--- src/core/acr_pkg.sv ---
// Constants for the codec control register bank.
// Assumes an APB master with 32-bit data and word-aligned register slots.
package acr_pkg;
  // ---------------------------------------------------------------
  // Register indices and byte addresses
  // ---------------------------------------------------------------
  localparam int ACR_ADDR_W = 16;
  localparam logic [15:0] ACR_IDX_VOICE = 16'h1280;
  localparam logic [15:0] ACR_IDX_SPEAKER = 16'h1282;
  localparam logic [15:0] ACR_IDX_REF = 16'h1284;
  localparam logic [15:0] ACR_IDX_DATA = 16'h1286;
  localparam logic [15:0] ACR_IDX_ADDA = 16'h1288;
  localparam logic [15:0] ACR_IDX_OFFSET = 16'h128A;
  localparam logic [15:0] ACR_IDX_TEST = 16'h128C;
  localparam logic [15:0] ACR_A_VOICE = {ACR_IDX_VOICE[13:0], 2'b00};
  localparam logic [15:0] ACR_A_SPEAKER = {ACR_IDX_SPEAKER[13:0], 2'b00};
  localparam logic [15:0] ACR_A_REF = {ACR_IDX_REF[13:0], 2'b00};
  localparam logic [15:0] ACR_A_DATA = {ACR_IDX_DATA[13:0], 2'b00};
  localparam logic [15:0] ACR_A_ADDA = {ACR_IDX_ADDA[13:0], 2'b00};
  localparam logic [15:0] ACR_A_OFFSET = {ACR_IDX_OFFSET[13:0], 2'b00};
  localparam logic [15:0] ACR_A_TEST = {ACR_IDX_TEST[13:0], 2'b00};
  // ---------------------------------------------------------------
  // Field positions
  // ---------------------------------------------------------------
  localparam int ACR_REF_AMP_BIAS_POWERDOWN = 7;
  localparam int ACR_REF_BG_PD = 6;
  localparam int ACR_REF_BUF_SEL = 4;
  localparam int ACR_REF_AMP_PD = 0;
  localparam int ACR_ADDA_ST_ON = 15;
  localparam int ACR_ADDA_ST_LSB = 12;
  localparam int ACR_CONVERTER_CLOCK_OFF = 10;
  localparam int ACR_ADDA_INTERNAL_REFERENCE_POWERDOWN = 6;
  localparam int ACR_ADDA_IN_DITH = 3;
  localparam int ACR_ADDA_OUT_DITH = 2;
  localparam int ACR_ADDA_OUT_PD = 1;
  localparam int ACR_ADDA_IN_PD = 0;
  localparam int ACR_VOICE_GAIN_LSB = 4;
  localparam int ACR_VOICE_PD = 2;
  localparam int ACR_SPK_NEG_PD = 5;
  localparam int ACR_SPK_POS_PD = 2;
  localparam int ACR_TEST_W = 13;
  // ---------------------------------------------------------------
  // Reset values
  // ---------------------------------------------------------------
  localparam logic [2:0] ACR_RST_ST_GAIN = 3'h3;
  localparam logic ACR_RST_PD = 1'b1;
  localparam logic ACR_RST_BG_PD = 1'b0;
  localparam logic ACR_RST_BUF_SEL = 1'b1;
  localparam logic ACR_RST_OFF = 1'b0;
  localparam logic [3:0] ACR_RST_VOICE_GAIN = 4'h0;
  localparam logic [15:0] ACR_RST_SAMPLE = 16'h0000;
  localparam logic [12:0] ACR_RST_TEST = 13'h0000;
endpackage

--- src/core/acr_codec_regs.sv ---
// Codec control register bank with APB slave and side-tone mixer.
// Assumes converter samples and offset word arrive on i_ref_clk.
// Functional notes
// - side-tone mixed only when enable bit set
// - 6 dB gain steps, reset code 011
// - clock-off bit stops converter clocks
// - digital part off on clock-off or all-powerdown
// - data read returns input sample
// - data write loads output sample register
// - input dither on unless disable bit set
// - output dither on unless disable bit set
// - output converter powerdown, resets to one
// - input converter powerdown, resets to one
// - offset register reads error word, read-only
// - reference amplifier powerdown, resets to one
// - shared bias powerdown, resets to one
// - buffer resistor select, resets to one
// - voice input amplifier powerdown bit
// - negative speaker amplifier powerdown bit
// - positive speaker amplifier powerdown bit
`timescale 1ns/1ps
`default_nettype none
module acr_codec_regs
  import acr_pkg::*;
(
  input wire logic i_ref_clk,
  input wire logic i_reset_n,
  input wire logic i_psel,
  input wire logic i_penable,
  input wire logic i_pwrite,
  input wire logic [15:0] i_paddr,
  input wire logic [31:0] i_pwdata,
  output logic [31:0] o_prdata,
  output logic o_pready,
  output logic o_pslverr,
  input wire logic [15:0] i_in_sample,
  input wire logic [15:0] i_offset_error,
  output logic [15:0] o_out_sample,
  output logic o_conv_clk_en,
  output logic o_digital_en,
  output logic o_in_dither_en,
  output logic o_out_dither_en,
  output logic o_in_conv_pd,
  output logic o_out_conv_pd,
  output logic o_int_ref_pd,
  output logic o_ref_amp_pd,
  output logic o_amp_bias_powerdown,
  output logic o_bandgap_pd,
  output logic o_buf_res_sel,
  output logic o_voice_pd,
  output logic [3:0] o_voice_gain,
  output logic o_spk_pos_pd,
  output logic o_spk_neg_pd,
  output logic [12:0] o_test_ctrl
);
  // ---------------------------------------------------------------
  // Register state
  // ---------------------------------------------------------------
  logic amp_bias_powerdown_ff, bg_pd_ff, buf_sel_ff, ref_pd_ff;
  logic st_on_ff, coff_ff, internal_reference_powerdown_ff, in_dith_off_ff, out_dith_off_ff;
  logic out_pd_ff, in_pd_ff, voice_pd_ff, spk_pos_pd_ff, spk_neg_pd_ff;
  logic [2:0] st_gain_ff;
  logic [3:0] voice_gain_ff;
  logic [15:0] out_word_ff;
  logic [12:0] test_ff;
  logic [31:0] prdata_ff;
  logic [15:0] dac_ff;

  // ---------------------------------------------------------------
  // Address decode
  // ---------------------------------------------------------------
  wire logic setup_ph = i_psel && !i_penable;
  wire logic acc_ph = i_psel && i_penable;
  wire logic wr_en = acc_ph && i_pwrite;
  wire logic hit_voice = (i_paddr == ACR_A_VOICE);
  wire logic hit_spk = (i_paddr == ACR_A_SPEAKER);
  wire logic hit_ref = (i_paddr == ACR_A_REF);
  wire logic hit_data = (i_paddr == ACR_A_DATA);
  wire logic hit_adda = (i_paddr == ACR_A_ADDA);
  wire logic hit_off = (i_paddr == ACR_A_OFFSET);
  wire logic hit_test = (i_paddr == ACR_A_TEST);
  wire logic mapped = hit_voice || hit_spk || hit_ref || hit_data || hit_adda
                      || hit_off || hit_test;

  // Reserved positions are simply not wired into the read words
  wire logic [15:0] rd_ref = {8'h00, amp_bias_powerdown_ff, bg_pd_ff, 1'b0, buf_sel_ff, 3'h0,
                              ref_pd_ff};
  wire logic [15:0] rd_adda = {st_on_ff, st_gain_ff, 1'b0, coff_ff, 3'h0, internal_reference_powerdown_ff,
                               2'h0, in_dith_off_ff, out_dith_off_ff, out_pd_ff,
                               in_pd_ff};
  wire logic [15:0] rd_voice = {8'h00, voice_gain_ff, 1'b0, voice_pd_ff, 2'h0};
  wire logic [15:0] rd_spk = {10'h000, spk_neg_pd_ff, 2'h0, spk_pos_pd_ff, 2'h0};
  wire logic [15:0] rd_test = {3'h0, test_ff};
  logic [15:0] rd_mux;
  always_comb begin
    if (hit_ref) begin
      rd_mux = rd_ref;
    end else if (hit_data) begin
      rd_mux = i_in_sample;
    end else if (hit_adda) begin
      rd_mux = rd_adda;
    end else if (hit_off) begin
      rd_mux = i_offset_error;
    end else if (hit_voice) begin
      rd_mux = rd_voice;
    end else if (hit_spk) begin
      rd_mux = rd_spk;
    end else if (hit_test) begin
      rd_mux = rd_test;
    end else begin
      rd_mux = 16'h0000;
    end
  end

  // ---------------------------------------------------------------
  // APB answer: zero wait states, read word caught in setup
  // ---------------------------------------------------------------
  assign o_pready = 1'b1;
  assign o_pslverr = acc_ph && !mapped;
  assign o_prdata = prdata_ff;
  always_ff @(posedge i_ref_clk) begin
    if (!i_reset_n) begin
      prdata_ff <= 32'h0000_0000;
    end else if (setup_ph && !i_pwrite) begin
      prdata_ff <= {16'h0000, rd_mux};
    end
  end

  // ---------------------------------------------------------------
  // Writable registers, effective the cycle after the access
  // ---------------------------------------------------------------
  always_ff @(posedge i_ref_clk) begin
    if (!i_reset_n) begin
      amp_bias_powerdown_ff <= ACR_RST_PD;
      bg_pd_ff <= ACR_RST_BG_PD;
      buf_sel_ff <= ACR_RST_BUF_SEL;
      ref_pd_ff <= ACR_RST_PD;
    end else if (wr_en && hit_ref) begin
      amp_bias_powerdown_ff <= i_pwdata[ACR_REF_AMP_BIAS_POWERDOWN];
      bg_pd_ff <= i_pwdata[ACR_REF_BG_PD];
      buf_sel_ff <= i_pwdata[ACR_REF_BUF_SEL];
      ref_pd_ff <= i_pwdata[ACR_REF_AMP_PD];
    end
  end

  always_ff @(posedge i_ref_clk) begin
    if (!i_reset_n) begin
      st_on_ff <= ACR_RST_OFF;
      st_gain_ff <= ACR_RST_ST_GAIN;
      coff_ff <= ACR_RST_OFF;
      internal_reference_powerdown_ff <= ACR_RST_PD;
      in_dith_off_ff <= ACR_RST_OFF;
      out_dith_off_ff <= ACR_RST_OFF;
      out_pd_ff <= ACR_RST_PD;
      in_pd_ff <= ACR_RST_PD;
    end else if (wr_en && hit_adda) begin
      st_on_ff <= i_pwdata[ACR_ADDA_ST_ON];
      st_gain_ff <= i_pwdata[ACR_ADDA_ST_LSB +: 3];
      coff_ff <= i_pwdata[ACR_CONVERTER_CLOCK_OFF];
      internal_reference_powerdown_ff <= i_pwdata[ACR_ADDA_INTERNAL_REFERENCE_POWERDOWN];
      in_dith_off_ff <= i_pwdata[ACR_ADDA_IN_DITH];
      out_dith_off_ff <= i_pwdata[ACR_ADDA_OUT_DITH];
      out_pd_ff <= i_pwdata[ACR_ADDA_OUT_PD];
      in_pd_ff <= i_pwdata[ACR_ADDA_IN_PD];
    end
  end

  always_ff @(posedge i_ref_clk) begin
    if (!i_reset_n) begin
      voice_pd_ff <= ACR_RST_PD;
      voice_gain_ff <= ACR_RST_VOICE_GAIN;
      spk_pos_pd_ff <= ACR_RST_PD;
      spk_neg_pd_ff <= ACR_RST_PD;
    end else if (wr_en && hit_voice) begin
      voice_pd_ff <= i_pwdata[ACR_VOICE_PD];
      voice_gain_ff <= i_pwdata[ACR_VOICE_GAIN_LSB +: 4];
    end else if (wr_en && hit_spk) begin
      spk_pos_pd_ff <= i_pwdata[ACR_SPK_POS_PD];
      spk_neg_pd_ff <= i_pwdata[ACR_SPK_NEG_PD];
    end
  end

  always_ff @(posedge i_ref_clk) begin
    if (!i_reset_n) begin
      out_word_ff <= ACR_RST_SAMPLE;
      test_ff <= ACR_RST_TEST;
    end else if (wr_en && hit_data) begin
      out_word_ff <= i_pwdata[15:0];
    end else if (wr_en && hit_test) begin
      test_ff <= i_pwdata[ACR_TEST_W-1:0];
    end
  end

  // ---------------------------------------------------------------
  // Power, clock and dither controls
  // ---------------------------------------------------------------
  wire logic all_pd = in_pd_ff && out_pd_ff && voice_pd_ff && spk_pos_pd_ff
                      && spk_neg_pd_ff;
  wire logic dig_on = !coff_ff && !all_pd;
  assign o_digital_en = dig_on;
  assign o_conv_clk_en = !coff_ff;
  assign o_in_dither_en = !in_dith_off_ff;
  assign o_out_dither_en = !out_dith_off_ff;
  assign o_in_conv_pd = in_pd_ff;
  assign o_out_conv_pd = out_pd_ff;
  assign o_int_ref_pd = internal_reference_powerdown_ff;
  assign o_ref_amp_pd = ref_pd_ff;
  assign o_amp_bias_powerdown = amp_bias_powerdown_ff;
  assign o_bandgap_pd = bg_pd_ff;
  assign o_buf_res_sel = buf_sel_ff;
  assign o_voice_pd = voice_pd_ff;
  assign o_voice_gain = voice_gain_ff;
  assign o_spk_pos_pd = spk_pos_pd_ff;
  assign o_spk_neg_pd = spk_neg_pd_ff;
  assign o_test_ctrl = test_ff;

  // ---------------------------------------------------------------
  // Side-tone mixer with saturation
  // ---------------------------------------------------------------
  // One arithmetic shift per 6 dB step
  wire logic signed [15:0] st_att = $signed(i_in_sample) >>> st_gain_ff;
  wire logic signed [15:0] st_add = st_on_ff ? st_att : 16'sh0000;
  wire logic signed [16:0] mix_sum = {out_word_ff[15], out_word_ff}
                                     + {st_add[15], st_add};
  wire logic [15:0] mix_sat = (mix_sum[16] != mix_sum[15])
                              ? {mix_sum[16], {15{~mix_sum[16]}}} : mix_sum[15:0];
  assign o_out_sample = dac_ff;
  always_ff @(posedge i_ref_clk) begin
    if (!i_reset_n) begin
      dac_ff <= ACR_RST_SAMPLE;
    end else if (dig_on) begin
      dac_ff <= mix_sat;
    end else begin
      dac_ff <= ACR_RST_SAMPLE;
    end
  end
endmodule
`default_nettype wire

--- config.mk ---
export PLATFORM = sky130hd
export DESIGN_NAME = acr_codec_regs
export DESIGN_NICKNAME = d
export VERILOG_FILES = /design/src/core/acr_pkg.sv /design/src/core/acr_codec_regs.sv
export SDC_FILE = /design/constraint.sdc
export NUM_CORES = 1
export LEC_CHECK = 0
export BUFFER_PORTS_ARGS = -buffer_cell sky130_fd_sc_hd__buf_2
export CORE_UTILIZATION = 45
export DETAILED_ROUTE_END_ITERATION = 8
export MAX_ROUTING_LAYER = met4
export PLACE_DENSITY = 0.74
export SYNTH_ARGS = -nofsm -noshare
export SYNTH_HDL_FRONTEND = slang
export SYNTH_SLANG_ARGS = --single-unit
--- constraint.sdc ---
create_clock -name i_ref_clk -period 10.3 [get_ports i_ref_clk]
set_input_delay 1.03 -clock i_ref_clk [delete_from_list [all_inputs] [get_ports i_ref_clk]]
set_output_delay 1.03 -clock i_ref_clk [all_outputs]
set_load 0.02 [all_outputs]
After elaboration in Yosys (flattened, before gate mapping):

Cells that the tools add are included.

* register bits: 82
* bits of input ports: 85
* output and inout port bits: 81
* word-level logic and storage cells: 74

* add/sub/neg operators: 1
* equal/unequal tests: 8
* shift operators: 1
* muxes and demuxes: 9
* bitwise gates (word level): 3
* reduce and logical (&&, ||, !) cells: 32

Operators by type and width (count)
* == test 16 x 15 -> 1 bit, second input constant: 7
* two-way mux 16 bit: 6
* two-way mux 13 bit: 3
* adder 16 x 16 -> 17 bit: 1
* logical AND 1 bit: 16
* >>> shifter 16 x 3 -> 16 bit: 1
* zero test 1 bit: 7
* logical OR 1 bit: 6
* AND reduction 2 bit: 3
* inverter 1 bit: 3
* != test 1 bit: 1

Logic depth before layout (Yosys ltp):

Gate-level depths: netlist of the first run.

* depth after elaboration: 9
* gate-level depth with buffers: 16
* gate-level depth less buffers: 14

Worst setup path before layout of the first run:

No wires, ideal clock.

* path type: in2reg
* from: input i_in_sample[0]
* to: register dac_ff[14], in the netlist o_out_sample[14]
* setup time: 0.101 ns
* arrival: 3.538 ns
* data required time: 10.199 ns
* slack: 6.661 ns
* cell stages on the path: 15
* path buffers: 1
* cell sequence: nor2b_1 -> a211oi_1 -> a211oi_1 -> a21oi_1 -> nor2b_1 -> ha_1 -> inv_1 -> fa_1 -> nand2b_1 -> a2111oi_4 -> o21ai_2 -> a31oi_2 -> nand4_2 -> buf_6 -> o41ai_1

* word-level cells in the longest chain between the ends: 5
* elaborated cells on any way between the ends: 6
* classes of those cells: add/sub: 1; eq/ne: 1; shift: 1; mux: 2; bitwise: 1

RTL lines
* start: declaration: RTL line acr_codec_regs.sv:36 `input wire logic [15:0] i_in_sample,`
* >>> shifter 16 x 3 -> 16 bit (*): RTL line acr_codec_regs.sv:221 `wire logic signed [15:0] st_att = $signed(i_in_sample) >>> st_gain_ff;`
* two-way mux 16 bit (*): RTL line acr_codec_regs.sv:222 `wire logic signed [15:0] st_add = st_on_ff ? st_att : 16'sh0000;`
* adder 16 x 16 -> 17 bit (*): RTL line acr_codec_regs.sv:224 `+ {st_add[15], st_add};`
* != test 1 bit or inverter 1 bit (tied branches): RTL line acr_codec_regs.sv:225, acr_codec_regs.sv:226
* two-way mux 16 bit (*): RTL line acr_codec_regs.sv:226 `? {mix_sum[16], {15{~mix_sum[16]}}} : mix_sum[15:0];`
* end signal: assignment: RTL line acr_codec_regs.sv:232 `dac_ff <= mix_sat;`
* end: declaration: RTL line acr_codec_regs.sv:67 `logic [15:0] dac_ff;`

Every way passes the cells marked *; elsewhere a longest branch is shown, timed or not.
A chain may end at the register's enable or synchronous reset.

Final worst setup path of the first run:

* from: register st_gain_ff[1]
* to: register dac_ff[2], in the netlist o_out_sample[2]

* word-level cells in the longest chain between the ends: 5
* elaborated cells on any way between the ends: 6
* classes of those cells: add/sub: 1; eq/ne: 1; shift: 1; mux: 2; bitwise: 1

RTL lines
* start: declaration: RTL line acr_codec_regs.sv:62 `logic [2:0] st_gain_ff;`
* start signal: assignment: RTL line acr_codec_regs.sv:158 `st_gain_ff <= i_pwdata[ACR_ADDA_ST_LSB +: 3];`
* >>> shifter 16 x 3 -> 16 bit (*): RTL line acr_codec_regs.sv:221
* two-way mux 16 bit (*): RTL line acr_codec_regs.sv:222
* adder 16 x 16 -> 17 bit (*): RTL line acr_codec_regs.sv:224
* != test 1 bit or inverter 1 bit (tied branches): RTL line acr_codec_regs.sv:225, acr_codec_regs.sv:226
* two-way mux 16 bit (*): RTL line acr_codec_regs.sv:226

Marks and branches as above.

==> results of run 1 <==
==> worst max-delay path, stage by stage, from the launching register on <==
cell and delay, ns:
dfxtp_1 0.88, mux2_2 0.32, nor2_1 0.05, a21oi_1 0.20, a21oi_1 0.10, nor2b_1 0.18, ha_1 0.22, inv_1 0.06
fa_1 0.39, nand2b_1 0.23, a2111oi_4 0.35, o21ai_2 0.14, a31oi_2 0.31, nand4_2 0.45, o31ai_1 0.20
==> cell type report <==
| class | count | area, um^2 |
|---|---|---|
| Sequential cell | 82 | 1640 |
| Fill cell | 1091 | 5290 |
| Clock inverter | 6 | 57.6 |
| Tap cell | 143 | 179 |
| Inverter | 16 | 60.1 |
| Clock buffer | 10 | 239 |
| Multi-Input combinational cell | 503 | 3280 |
| Timing Repair Buffer | 133 | 668 |
==> state kept, by name, summed over array words and instances (netlist names), 3 cells and up <==
name	cells
out_word_ff	16
o_test_ctrl	13
o_prdata	16
o_out_sample	16
o_voice_gain	4
st_gain_ff	3
==> through the flow <==
step / instances / utilization, % / setup slack [ns] / hold slack (ns)
2_1_floorplan: 660 / - / 6.66 / 0.435
3_3_place_gp: 877 / 51.0 / 6.00 / 0.454
3_5_place_dp: 877 / 51.0 / 5.99 / 0.466
4_1_cts: 893 / 53.6 / 6.10 / 0.473
5_1_grt: 893 / 53.6 / 5.76 / 0.496
6_report: 893 / 53.6 / 6.12 / 0.471
==> synth_stat cells, types with 3 or more instances <==
master and number:
and2_1 15, nor2_1 33, nand4_1 3, o22ai_1 7
inv_1 15, nor4_1 5, a21boi_1 7, nor3_1 8
o31ai_2 8, o31ai_1 4, buf_2 11, dfxtp_1 82
nor4b_1 3, o21ai_2 3, xor2_1 5, mux2_2 10
a22oi_1 7, and3_1 3, nand2_1 119, a21o_1 5
a31oi_1 3, nor2b_1 23, a211oi_1 5, a21oi_1 27
buf_4 21, clkbuf_1 24, xnor2_1 6, nor4b_2 3
o211ai_1 3, a21boi_0 32, o21ai_0 27, mux2i_1 24
nand3_1 14, a31o_2 4, nand2b_1 6, o21a_1 5
nor3b_1 3, ha_1 16, a221oi_1 6
==> power by group through the flow <==
| stage | sequential, W | combinational, W | clock (W) |
|---|---|---|---|
| final | 0.000319 | 0.0000665 | 0.000329 |
| after global routing | 0.000319 | 0.0000721 | 0.000345 |
| after CTS | 0.000319 | 0.0000656 | 0.000332 |
| after detailed placement | 0.000326 | 0.0000652 | 0 |
| after global placement | 0.000326 | 0.0000640 | 0 |
| after floorplan | 0.000328 | 0.0000403 | 0 |
==> layer usage <==
layer  wire [um]  GRT usage, %  vias up
met3        1010          5.06       32
met1        6450          32.9     2351
met2        7340          42.6      184
met5           0             -        -
met4         410          11.9        0
li1            -             -     2450
==> kinds of logic after synthesis <==
logic type	synth area share (%)
other	0.143
muxes	7.14
AOI/OAI and AO/OA	24.1
adders and majority gates	4.19
and+or+nand+nor	23.9
DFF	31.2
xor gates and xnor gates	1.83
buffers and inverters	7.41
==> worst min-delay path by stage <==
stage | startpoint | to | slack (ns) | cells after the start
after floorplan | out_word_ff[5]$_SDFFE_PN0P_ | out_word_ff[5]$_SDFFE_PN0P_ | 0.44 | 2
after global placement | out_word_ff[6]$_SDFFE_PN0P_ | out_word_ff[6]$_SDFFE_PN0P_ | 0.45 | 2
after detailed placement | out_word_ff[6]$_SDFFE_PN0P_ | out_word_ff[6]$_SDFFE_PN0P_ | 0.47 | 2
after CTS | out_word_ff[6]$_SDFFE_PN0P_ | out_word_ff[6]$_SDFFE_PN0P_ | 0.47 | 2
after global routing | out_word_ff[5]$_SDFFE_PN0P_ | out_word_ff[5]$_SDFFE_PN0P_ | 0.50 | 2
final | out_word_ff[5]$_SDFFE_PN0P_ | out_word_ff[5]$_SDFFE_PN0P_ | 0.47 | 2
==> layout by cell type, fill, tap and decap left out, types with 8 or more instances in the layout <==
| master | n |
|---|---|
| dfxtp_1 | 82 |
| nand2_1 | 119 |
| buf_2 | 132 |
| nor2b_1 | 23 |
| a21oi_1 | 27 |
| mux2_2 | 10 |
| o21ai_0 | 27 |
| nand3_1 | 14 |
| and2_1 | 15 |
| inv_1 | 15 |
| mux2i_1 | 24 |
| conb_1 | 17 |
| a21boi_0 | 32 |
| o31ai_2 | 8 |
| nor2_1 | 33 |
| clkbuf_16 | 9 |
| ha_1 | 16 |
| nor3_1 | 8 |
==> impl_metrics.xml, run 1 <==
<?xml version="1.0" encoding="UTF-8"?>
<metrics>
  <group name="clock_network">
    <metric name="ctsRootBufferMaster" unit="">clkbuf_16</metric>
    <metric name="insertion_delay" unit="ns">0.36</metric>
    <metric name="numCtsBuffers" unit="">9</metric>
    <metric name="cts_hold_buffers" unit="">0</metric>
    <metric name="clock_tree.htree_level_count" unit="">3</metric>
    <metric name="clkSlewWorstSetupHoldPaths" unit="ns">0.07</metric>
    <metric name="cts_tree" unit="">done</metric>
    <metric name="clockBufferDepth" unit="">2</metric>
    <metric name="post_cts_resized" unit="">0</metric>
    <metric name="post-cts-setup-buffers" unit="">0</metric>
    <metric name="numClockSinks" unit="">82</metric>
  </group>
  <group name="power_and_ir_drop">
    <metric name="cellInternalPower" unit="W">0.000520</metric>
    <metric name="comb_power_share" unit="%">9.3</metric>
    <metric name="clkPwrFrac" unit="%">46.0</metric>
    <metric name="netSwitchingFraction" unit="%">27.3</metric>
    <metric name="post-layout-total-power" unit="W">0.000714</metric>
    <metric name="power_leakage" unit="nW">2.64</metric>
    <metric name="power_switching" unit="W">0.000195</metric>
    <metric name="power-per-cell-area" unit="nW/um^2">117</metric>
    <metric name="irDropWorstVdd" unit="V">0.0000940</metric>
    <metric name="pwr-share-seq" unit="%">44.7</metric>
  </group>
  <group name="critical_path">
    <metric name="critical_path.startpoint" unit="">st_gain_ff[1]$_SDFFE_PN1P_</metric>
    <metric name="reg2reg_to" unit="">o_out_sample[2]$_SDFF_PN0_</metric>
    <metric name="cp_max_fo" unit="">20</metric>
    <metric name="critical_path.endpoint_type" unit="">flop</metric>
    <metric name="start_kind" unit="">flop</metric>
    <metric name="cp.arrival" unit="ns">4.44</metric>
    <metric name="endpoint" unit="">o_out_sample[2]$_SDFF_PN0_</metric>
    <metric name="setup.reg_to_reg.worst_slack" unit="ns">6.12</metric>
    <metric name="worst_ep_required_time" unit="ns">10.56</metric>
    <metric name="path_class" unit="">reg -&gt; reg</metric>
    <metric name="crit-reg2reg-launch" unit="">st_gain_ff[1]$_SDFFE_PN1P_</metric>
    <metric name="r2r.worst_path.cells" unit="">14</metric>
  </group>
  <group name="layout">
    <metric name="insertedDiodeCount" unit="">0</metric>
    <metric name="area.growth.synth_to_final" unit="%">16.6</metric>
    <metric name="net_total_in_the_final_layout" unit="">847</metric>
    <metric name="post_route_cells_drive_above_1_share" unit="%">25.5</metric>
    <metric name="post-route-cell-area" unit="um^2">6120</metric>
  </group>
  <group name="global_routing">
    <metric name="grt.overflow.total" unit="">0</metric>
    <metric name="grt_antenna_before_repair" unit="">0</metric>
    <metric name="first_pass_grt_wire_length" unit="um">23500</metric>
    <metric name="grt_pass1_vias" unit="">4662</metric>
    <metric name="grt_start_max_net_pins" unit="">71</metric>
    <metric name="grt_usage" unit="%">26.8</metric>
  </group>
  <group name="synthesis">
    <metric name="yosys_reg_bits" unit="">82</metric>
    <metric name="yosys_warnings" unit="">0</metric>
    <metric name="synth_area_leaders" unit="">dfxtp_1, nand2_1, mux2i_1</metric>
    <metric name="synth-async-reset-ratio" unit="%">0</metric>
    <metric name="biggest_area_consumer_among_synthesized_cells" unit="">dfxtp_1</metric>
    <metric name="yosys.area.top_type_share" unit="%">31.2</metric>
    <metric name="synthCells" unit="">645</metric>
    <metric name="ys_seq_area_share" unit="%">31.2</metric>
    <metric name="synth.distinct_cells" unit="">71</metric>
    <metric name="most_used_dff_post_synth" unit="">dfxtp_1</metric>
    <metric name="number_of_flops_mapped_to_enable_cells_by_yosys" unit="">0</metric>
    <metric name="postSynthAreaPerCell" unit="um^2">8.15</metric>
    <metric name="synth_area" unit="um^2">5250</metric>
  </group>
  <group name="timing">
    <metric name="unrepaired_setup_endpoints_after_global_routing" unit="">no</metric>
    <metric name="timing.max_slew.rel_slack" unit="%">27.5</metric>
    <metric name="worst-slew-pin-transition" unit="ns">1.08</metric>
    <metric name="finalSetupViolCount" unit="">0</metric>
    <metric name="finalHoldViolations" unit="">0</metric>
    <metric name="totalNegativeSetupSlack" unit="ns">0</metric>
    <metric name="final-max-slew-violation-count" unit="">0</metric>
    <metric name="max_freq" unit="GHz">0.239</metric>
    <metric name="fin_skew" unit="ns">0.0105</metric>
    <metric name="layout_min_cycle_time" unit="ns">4.18</metric>
    <metric name="finalCritPeriodShare" unit="%">40.5</metric>
  </group>
  <group name="placement">
    <metric name="gp_congestion" unit="">0.918</metric>
    <metric name="post-dp-hpwl" unit="um">11600</metric>
    <metric name="port_buffers" unit="">132</metric>
    <metric name="placed_cell_area" unit="um^2">5830</metric>
  </group>
  <group name="routing">
    <metric name="antenna_violating_nets_post_route" unit="">0</metric>
    <metric name="num_vias" unit="">5017</metric>
    <metric name="wirelength" unit="um">15200</metric>
    <metric name="initial_drt_markers" unit="">443</metric>
    <metric name="routed_via_density" unit="">5.62</metric>
    <metric name="wl_per_cell" unit="um">17.0</metric>
    <metric name="firstDrtPassIters" unit="">6</metric>
    <metric name="remaining_drc_errors" unit="">0</metric>
  </group>
  <group name="die">
    <metric name="die_area" unit="um^2">12100</metric>
    <metric name="initial_core_util" unit="%">46.0</metric>
    <metric name="chipWidth" unit="um">110</metric>
    <metric name="placementRows" unit="">39</metric>
    <metric name="floorplan.die.height" unit="um">110</metric>
    <metric name="io-pin-count" unit="">166</metric>
    <metric name="coreArea" unit="um^2">11400</metric>
  </group>
  <group name="job">
    <metric name="maxCapViolCount" unit="">0</metric>
  </group>
  <group name="hold_path">
    <metric name="min_path_type" unit="">reg -&gt; reg</metric>
  </group>
  <group name="outcome">
    <metric name="outcome" unit="">complete, no violations</metric>
  </group>
</metrics>
(Power assumes the default switching activity.)
==> inputs of run 2 (changes only) <==
- ABC_AREA: default -> 1
- clock period: 10.3 -> 4.1 ns (I/O delays scaled with it)
==> impl_metrics.xml, run 2 <==
<?xml version="1.0" encoding="UTF-8"?>
<metrics>
  <group name="critical_path">
    <metric name="timing.critical_path.cells" unit="">inv_1 -&gt; o21ai_0 -&gt; o21ai_0 -&gt; inv_1 -&gt; nor2_1 -&gt; nor2_1 -&gt; inv_1 -&gt; fa_1 -&gt; o21ai_2 -&gt; nand2_2 -&gt; nand2_2 -&gt; nand2_2 -&gt; nand2_2 -&gt; nand2_1 -&gt; nand2_1 -&gt; nand2_2 -&gt; nand3_1 -&gt; nand2_1</metric>
    <metric name="cp.arrival" unit="ns">3.77</metric>
    <metric name="path_class" unit="">reg -&gt; reg</metric>
    <metric name="start_kind" unit="">flop</metric>
    <metric name="r2r.worst_path.cells" unit="">18</metric>
    <metric name="crit_top_cell" unit="">nand2_2</metric>
    <metric name="cp_slowest_cell" unit="">dfxtp_1</metric>
    <metric name="slowest_delay" unit="ns">0.75</metric>
    <metric name="critical_path.endpoint_type" unit="">flop</metric>
    <metric name="worst_ep_required_time" unit="ns">4.34</metric>
    <metric name="cp_max_fo" unit="">24</metric>
  </group>
  <group name="synthesis">
    <metric name="number_of_flops_mapped_to_enable_cells_by_yosys" unit="">0</metric>
    <metric name="synth_area" unit="um^2">5300</metric>
    <metric name="yosys.area.top_type_share" unit="%">31.0</metric>
    <metric name="synth.distinct_cells" unit="">43</metric>
    <metric name="yosys_reg_bits" unit="">82</metric>
    <metric name="biggest_area_consumer_among_synthesized_cells" unit="">dfxtp_1</metric>
    <metric name="most_used_dff_post_synth" unit="">dfxtp_1</metric>
    <metric name="synth-async-reset-ratio" unit="%">0</metric>
    <metric name="yosys_warnings" unit="">0</metric>
    <metric name="synthCells" unit="">818</metric>
    <metric name="synth_common_cells" unit="">nand2_1, inv_1, a21oi_1</metric>
    <metric name="synth_area_leaders" unit="">dfxtp_1, nand2_1, a21oi_1</metric>
    <metric name="ys_seq_area_share" unit="%">31.0</metric>
    <metric name="top_count_cell_post_synth" unit="">nand2_1</metric>
    <metric name="postSynthAreaPerCell" unit="um^2">6.47</metric>
  </group>
  <group name="clock_network">
    <metric name="clock_tree.htree_level_count" unit="">3</metric>
    <metric name="clockBufferDepth" unit="">2</metric>
    <metric name="numClockSinks" unit="">82</metric>
    <metric name="cts_tree" unit="">done</metric>
    <metric name="post-cts-setup-buffers" unit="">0</metric>
    <metric name="insertion_delay" unit="ns">0.35</metric>
    <metric name="post_cts_resized" unit="">0</metric>
    <metric name="cts_hold_buffers" unit="">0</metric>
    <metric name="numCtsBuffers" unit="">9</metric>
    <metric name="clkSlewWorstSetupHoldPaths" unit="ns">0.06</metric>
    <metric name="ctsRootBufferMaster" unit="">clkbuf_16</metric>
  </group>
  <group name="outcome">
    <metric name="outcome" unit="">complete, no violations</metric>
  </group>
  <group name="timing">
    <metric name="final-max-slew-violation-count" unit="">0</metric>
    <metric name="finalSetupViolCount" unit="">0</metric>
    <metric name="finalCritPeriodShare" unit="%">86.0</metric>
    <metric name="worst-slew-pin-transition" unit="ns">0.884</metric>
    <metric name="finalHoldViolations" unit="">0</metric>
    <metric name="max_freq" unit="GHz">0.284</metric>
    <metric name="timing.max_slew.rel_slack" unit="%">40.9</metric>
    <metric name="fin_skew" unit="ns">0.00495</metric>
    <metric name="worst_hold_slack" unit="ns">0.335</metric>
    <metric name="totalNegativeSetupSlack" unit="ns">0</metric>
    <metric name="layout_min_cycle_time" unit="ns">3.53</metric>
    <metric name="unrepaired_setup_endpoints_after_global_routing" unit="">no</metric>
  </group>
  <group name="routing">
    <metric name="remaining_drc_errors" unit="">0</metric>
    <metric name="met2_wirelength" unit="um">7330</metric>
    <metric name="antenna_violating_nets_post_route" unit="">0</metric>
    <metric name="wirelength" unit="um">15800</metric>
    <metric name="wl_met3" unit="um">1230</metric>
    <metric name="initial_drt_markers" unit="">355</metric>
    <metric name="highest-signal-layer" unit="">met4</metric>
    <metric name="num_vias" unit="">5571</metric>
    <metric name="routed_via_density" unit="">5.16</metric>
    <metric name="wl_per_cell" unit="um">14.6</metric>
    <metric name="route.layer.met1.wl" unit="um">6610</metric>
    <metric name="firstDrtPassIters" unit="">6</metric>
  </group>
  <group name="layout">
    <metric name="finish.cell_count_without_fillers" unit="">1080</metric>
    <metric name="post_route_cells_drive_above_1_share" unit="%">20.3</metric>
    <metric name="area.growth.synth_to_final" unit="%">17.8</metric>
    <metric name="layout.cells.most_common_list" unit="">nand2_1, buf_2, inv_1</metric>
    <metric name="net_total_in_the_final_layout" unit="">1034</metric>
    <metric name="final_common_cell" unit="">nand2_1</metric>
    <metric name="insertedDiodeCount" unit="">0</metric>
  </group>
  <group name="die">
    <metric name="coreArea" unit="um^2">11400</metric>
    <metric name="initial_core_util" unit="%">46.4</metric>
    <metric name="floorplan.die.height" unit="um">110</metric>
    <metric name="io-pin-count" unit="">166</metric>
    <metric name="die_area" unit="um^2">12200</metric>
    <metric name="chipWidth" unit="um">110</metric>
    <metric name="placementRows" unit="">39</metric>
  </group>
  <group name="global_routing">
    <metric name="grt_usage" unit="%">26.3</metric>
    <metric name="grt.overflow.total" unit="">0</metric>
    <metric name="grt_antenna_before_repair" unit="">0</metric>
    <metric name="grt_start_max_net_pins" unit="">54</metric>
    <metric name="first_pass_grt_wire_length" unit="um">24700</metric>
    <metric name="grt_pass1_vias" unit="">5000</metric>
  </group>
  <group name="power_and_ir_drop">
    <metric name="irDropWorstVdd" unit="V">0.000251</metric>
    <metric name="power-per-cell-area" unit="nW/um^2">284</metric>
    <metric name="power_leakage" unit="nW">3.17</metric>
  </group>
  <group name="placement">
    <metric name="port_buffers" unit="">132</metric>
    <metric name="gp_congestion" unit="">0.928</metric>
    <metric name="place_inst" unit="">1064</metric>
    <metric name="post-dp-hpwl" unit="um">12300</metric>
  </group>
  <group name="job">
    <metric name="maxCapViolCount" unit="">0</metric>
  </group>
  <group name="hold_path">
    <metric name="min_path_type" unit="">in -&gt; reg</metric>
    <metric name="hold_path_depth" unit="">3</metric>
  </group>
</metrics>
run 2: logic make-up (layout without fill, tap and decap cells):
| logic type | after synthesis | in the layout | share of synthesized area [%] |
|---|---|---|---|
| muxes | 3 | 3 | 0.567 |
| other | 2 | 17 | 0.142 |
| and+or+nand+nor | 356 | 356 | 29.9 |
| AOI/OAI and AO/OA | 191 | 191 | 19.4 |
| buffers and inverters | 156 | 260 | 12.9 |
| xor gates and xnor gates | 11 | 11 | 1.82 |
| DFF | 82 | 82 | 31.0 |
| adders and majority gates | 17 | 17 | 4.16 |
run 2: layer usage:
metal | up-vias | track usage [%]
met5 | - | -
met4 | 0 | 14.5
met3 | 40 | 5.05
met2 | 248 | 41.1
met1 | 2427 | 32.0
li1 | 2856 | -
run 2: worst paths after layout:
kind | startpoint | endpoint | slack (ns)
max | st_gain_ff[0]$_SDFFE_PN1P_ | o_out_sample[0]$_SDFF_PN0_ | 0.57
min reg2reg | out_word_ff[11]$_SDFFE_PN0P_ | out_word_ff[11]$_SDFFE_PN0P_ | 0.45
min | i_pwdata[13] | st_gain_ff[1]$_SDFFE_PN1P_ | 0.33
max reg2reg | st_gain_ff[0]$_SDFFE_PN1P_ | o_out_sample[0]$_SDFF_PN0_ | 0.57
run 2: worst max-delay path, delay by kind of cell, from the launching register on:
family / cells / cell delay (ns)
AO/OA/AOI/OAI: 3 / 0.79
buffers and inverters: 3 / 0.40
adder cells (fa/ha/maj): 1 / 0.45
flip-flops: 1 / 0.75
AND/OR/NAND/NOR: 11 / 1.01
run 2: per-stage QoR:
step / util (%) / setup slack (ns) / total power, W / cell area [um^2]
5_1_grt: 54.6 / 0.207 / 0.00182 / 6240
2_1_floorplan: - / 1.32 / 0.000898 / 5350
3_5_place_dp: 52.0 / 0.613 / 0.000949 / 5930
3_3_place_gp: 52.0 / 0.693 / 0.000949 / 5930
6_report: 54.6 / 0.573 / 0.00177 / 6240
4_1_cts: 54.6 / 0.602 / 0.00179 / 6240
run 2: final cells by class:
| type | instances | area (um^2) |
|---|---|---|
| Fill cell | 1170 | 5180 |
| Multi-Input combinational cell | 595 | 3030 |
| Sequential cell | 82 | 1640 |
| Timing Repair Buffer | 134 | 676 |
| Inverter | 110 | 413 |
| Clock buffer | 9 | 225 |
| Tap cell | 143 | 179 |
| Clock inverter | 7 | 76.3 |
run 2: report_power, final:
group	leakage [nW]	switching (W)	internal (W)	total, W
Combinational	2.37	0.0000919	0.0000437	0.000136
Clock	0.143	0.000360	0.000477	0.000837
Sequential	0.661	0.000000831	0.000798	0.000798
Total	3.17	0.000453	0.00132	0.00177
==> inputs of run 3 (changes only) <==
- CELL_PAD_IN_SITES_DETAIL_PLACEMENT: default -> 0
- CELL_PAD_IN_SITES_GLOBAL_PLACEMENT: default -> 2
- CORE_UTILIZATION: 45 -> 27
- PLACE_DENSITY: 0.74 -> 0.83
- SKIP_LAST_GASP: default -> 1
==> impl_metrics.xml, run 3 (synthesized netlist as in run 2, its figures left out) <==
<?xml version="1.0" encoding="UTF-8"?>
<metrics>
  <group name="clock_network">
    <metric name="clockBufferDepth" unit="">2</metric>
    <metric name="insertion_delay" unit="ns">0.35</metric>
    <metric name="clock_tree.htree_level_count" unit="">3</metric>
    <metric name="ctsRootBufferMaster" unit="">clkbuf_16</metric>
    <metric name="numCtsBuffers" unit="">9</metric>
    <metric name="clkSlewWorstSetupHoldPaths" unit="ns">0.07</metric>
    <metric name="cts_hold_buffers" unit="">0</metric>
    <metric name="post_cts_resized" unit="">0</metric>
    <metric name="numClockSinks" unit="">82</metric>
    <metric name="cts_tree" unit="">done</metric>
    <metric name="post-cts-setup-buffers" unit="">0</metric>
  </group>
  <group name="critical_path">
    <metric name="critical_path.endpoint_type" unit="">flop</metric>
    <metric name="cp.arrival" unit="ns">3.45</metric>
    <metric name="worst_ep_required_time" unit="ns">4.34</metric>
    <metric name="start_kind" unit="">flop</metric>
    <metric name="cp_max_fo" unit="">14</metric>
    <metric name="path_class" unit="">reg -&gt; reg</metric>
  </group>
  <group name="layout">
    <metric name="finish.cell_count_without_fillers" unit="">1198</metric>
    <metric name="post_route_cells_drive_above_1_share" unit="%">20.4</metric>
    <metric name="layout.filler_cells" unit="">2151</metric>
    <metric name="sequential_cell_area" unit="um^2">1640</metric>
    <metric name="insertedDiodeCount" unit="">0</metric>
    <metric name="area.growth.synth_to_final" unit="%">20.2</metric>
    <metric name="final_common_cell" unit="">nand2_1</metric>
    <metric name="total_area_of_multi_input_combinational_cells" unit="um^2">3030</metric>
    <metric name="layout.cells.most_common_list" unit="">nand2_1, buf_2, inv_1</metric>
    <metric name="post-route-cell-area" unit="um^2">6360</metric>
    <metric name="net_total_in_the_final_layout" unit="">1036</metric>
  </group>
  <group name="timing">
    <metric name="finalHoldViolations" unit="">0</metric>
    <metric name="unrepaired_setup_endpoints_after_global_routing" unit="">no</metric>
    <metric name="final-max-slew-violation-count" unit="">0</metric>
    <metric name="worst-slew-pin-transition" unit="ns">0.934</metric>
    <metric name="finalSetupViolCount" unit="">0</metric>
    <metric name="finalCritPeriodShare" unit="%">78.3</metric>
    <metric name="max_freq" unit="GHz">0.312</metric>
    <metric name="fin_skew" unit="ns">0.0121</metric>
    <metric name="worst_hold_slack" unit="ns">0.333</metric>
    <metric name="timing.max_slew.rel_slack" unit="%">37.6</metric>
    <metric name="layout_min_cycle_time" unit="ns">3.21</metric>
    <metric name="totalNegativeSetupSlack" unit="ns">0</metric>
  </group>
  <group name="routing">
    <metric name="route.layer.met1.wl" unit="um">8250</metric>
    <metric name="met2_wirelength" unit="um">8450</metric>
    <metric name="initial_drt_markers" unit="">304</metric>
    <metric name="wl_met3" unit="um">736</metric>
    <metric name="antenna_violating_nets_post_route" unit="">0</metric>
    <metric name="routed_via_density" unit="">4.49</metric>
    <metric name="highest-signal-layer" unit="">met4</metric>
    <metric name="firstDrtPassIters" unit="">5</metric>
    <metric name="wirelength" unit="um">17800</metric>
    <metric name="remaining_drc_errors" unit="">0</metric>
    <metric name="num_vias" unit="">5377</metric>
    <metric name="wl_per_cell" unit="um">14.9</metric>
  </group>
  <group name="power_and_ir_drop">
    <metric name="power-per-cell-area" unit="nW/um^2">268</metric>
    <metric name="power_leakage" unit="nW">3.17</metric>
    <metric name="irDropWorstVdd" unit="V">0.000175</metric>
    <metric name="post-layout-total-power" unit="W">0.00170</metric>
  </group>
  <group name="placement">
    <metric name="post-dp-hpwl" unit="um">14300</metric>
    <metric name="place_inst" unit="">1183</metric>
    <metric name="gp_congestion" unit="">0.870</metric>
    <metric name="port_buffers" unit="">132</metric>
    <metric name="placed_cell_area" unit="um^2">6100</metric>
  </group>
  <group name="die">
    <metric name="io-pin-count" unit="">166</metric>
    <metric name="chipWidth" unit="um">142</metric>
    <metric name="die_area" unit="um^2">20200</metric>
    <metric name="floorplan.die.height" unit="um">142</metric>
    <metric name="initial_core_util" unit="%">27.9</metric>
    <metric name="coreArea" unit="um^2">19000</metric>
    <metric name="placementRows" unit="">50</metric>
  </group>
  <group name="global_routing">
    <metric name="grt_antenna_before_repair" unit="">0</metric>
    <metric name="grt_start_max_net_pins" unit="">53</metric>
    <metric name="grt.overflow.total" unit="">0</metric>
    <metric name="grt_pass1_vias" unit="">5107</metric>
    <metric name="first_pass_grt_wire_length" unit="um">27500</metric>
    <metric name="grt_usage" unit="%">18.7</metric>
  </group>
  <group name="outcome">
    <metric name="outcome" unit="">complete, no violations</metric>
  </group>
  <group name="hold_path">
    <metric name="min_path_type" unit="">in -&gt; reg</metric>
  </group>
  <group name="job">
    <metric name="maxCapViolCount" unit="">0</metric>
  </group>
</metrics>
run 3: changes by cell type in the layout (fill, tap and decap cells not counted):
| cell | delta |
|---|---|
| buf_4 | +2 |
| inv_6 | -2 |
| bufinv_16 | -1 |
| clkinv_2 | +1 |
| clkinv_4 | +1 |
run 3: critical path: stages, from the launching register on:
cell,delay (ns)
dfxtp_1,0.50
inv_1,0.20
o21ai_0,0.28
o21ai_0,0.15
inv_1,0.07
nor2_1,0.04
nor2_1,0.17
inv_1,0.08
fa_1,0.45
o21ai_2,0.29
nand2_2,0.08
nand2_2,0.11
nand2_2,0.09
nand2_2,0.08
nand2_1,0.04
nand2_1,0.07
nand2_2,0.19
nand3_1,0.14
nand2_1,0.05
run 3: where the power goes:
part | switching, W | leakage (nW) | internal, W
logic | 0.0000926 | 2.38 | 0.0000438
clock network | 0.000359 | 0.128 | 0.000408
registers | 0.00000127 | 0.661 | 0.000798
run 3: final timing paths:
path	start	to	depth (start not counted)	slack, ns
setup / recovery	st_gain_ff[0]$_SDFFE_PN1P_	o_out_sample[11]$_SDFF_PN0_	18	0.89
hold / removal	i_pwdata[13]	st_gain_ff[1]$_SDFFE_PN1P_	3	0.33
setup reg to reg	st_gain_ff[0]$_SDFFE_PN1P_	o_out_sample[11]$_SDFF_PN0_	18	0.89
hold reg to reg	out_word_ff[8]$_SDFFE_PN0P_	out_word_ff[8]$_SDFFE_PN0P_	2	0.46
run 3: layout make-up:
type / instances / share of cell area (%)
Clock buffer: 9 / 3.54
Tap cell: 260 / 5.11
Sequential cell: 82 / 25.8
Multi-Input combinational cell: 595 / 47.5
Timing Repair Buffer: 136 / 10.9
Inverter: 110 / 6.49
Clock inverter: 6 / 0.669
run 3: routing by layer:
metal,global-route usage (%),vias to the layer above
met1,23.3,2354
met2,30.8,137
li1,-,2862
met4,5.72,0
met5,-,-
met3,3.30,24
run 3: metrics by stage:
step / utilization, % / worst slack [ns]
6_report: 33.6 / 0.890
5_1_grt: 33.6 / 0.526
4_1_cts: 33.6 / 0.876
3_5_place_dp: 32.2 / 0.886
3_3_place_gp: 32.2 / 0.900
2_1_floorplan: - / 1.32
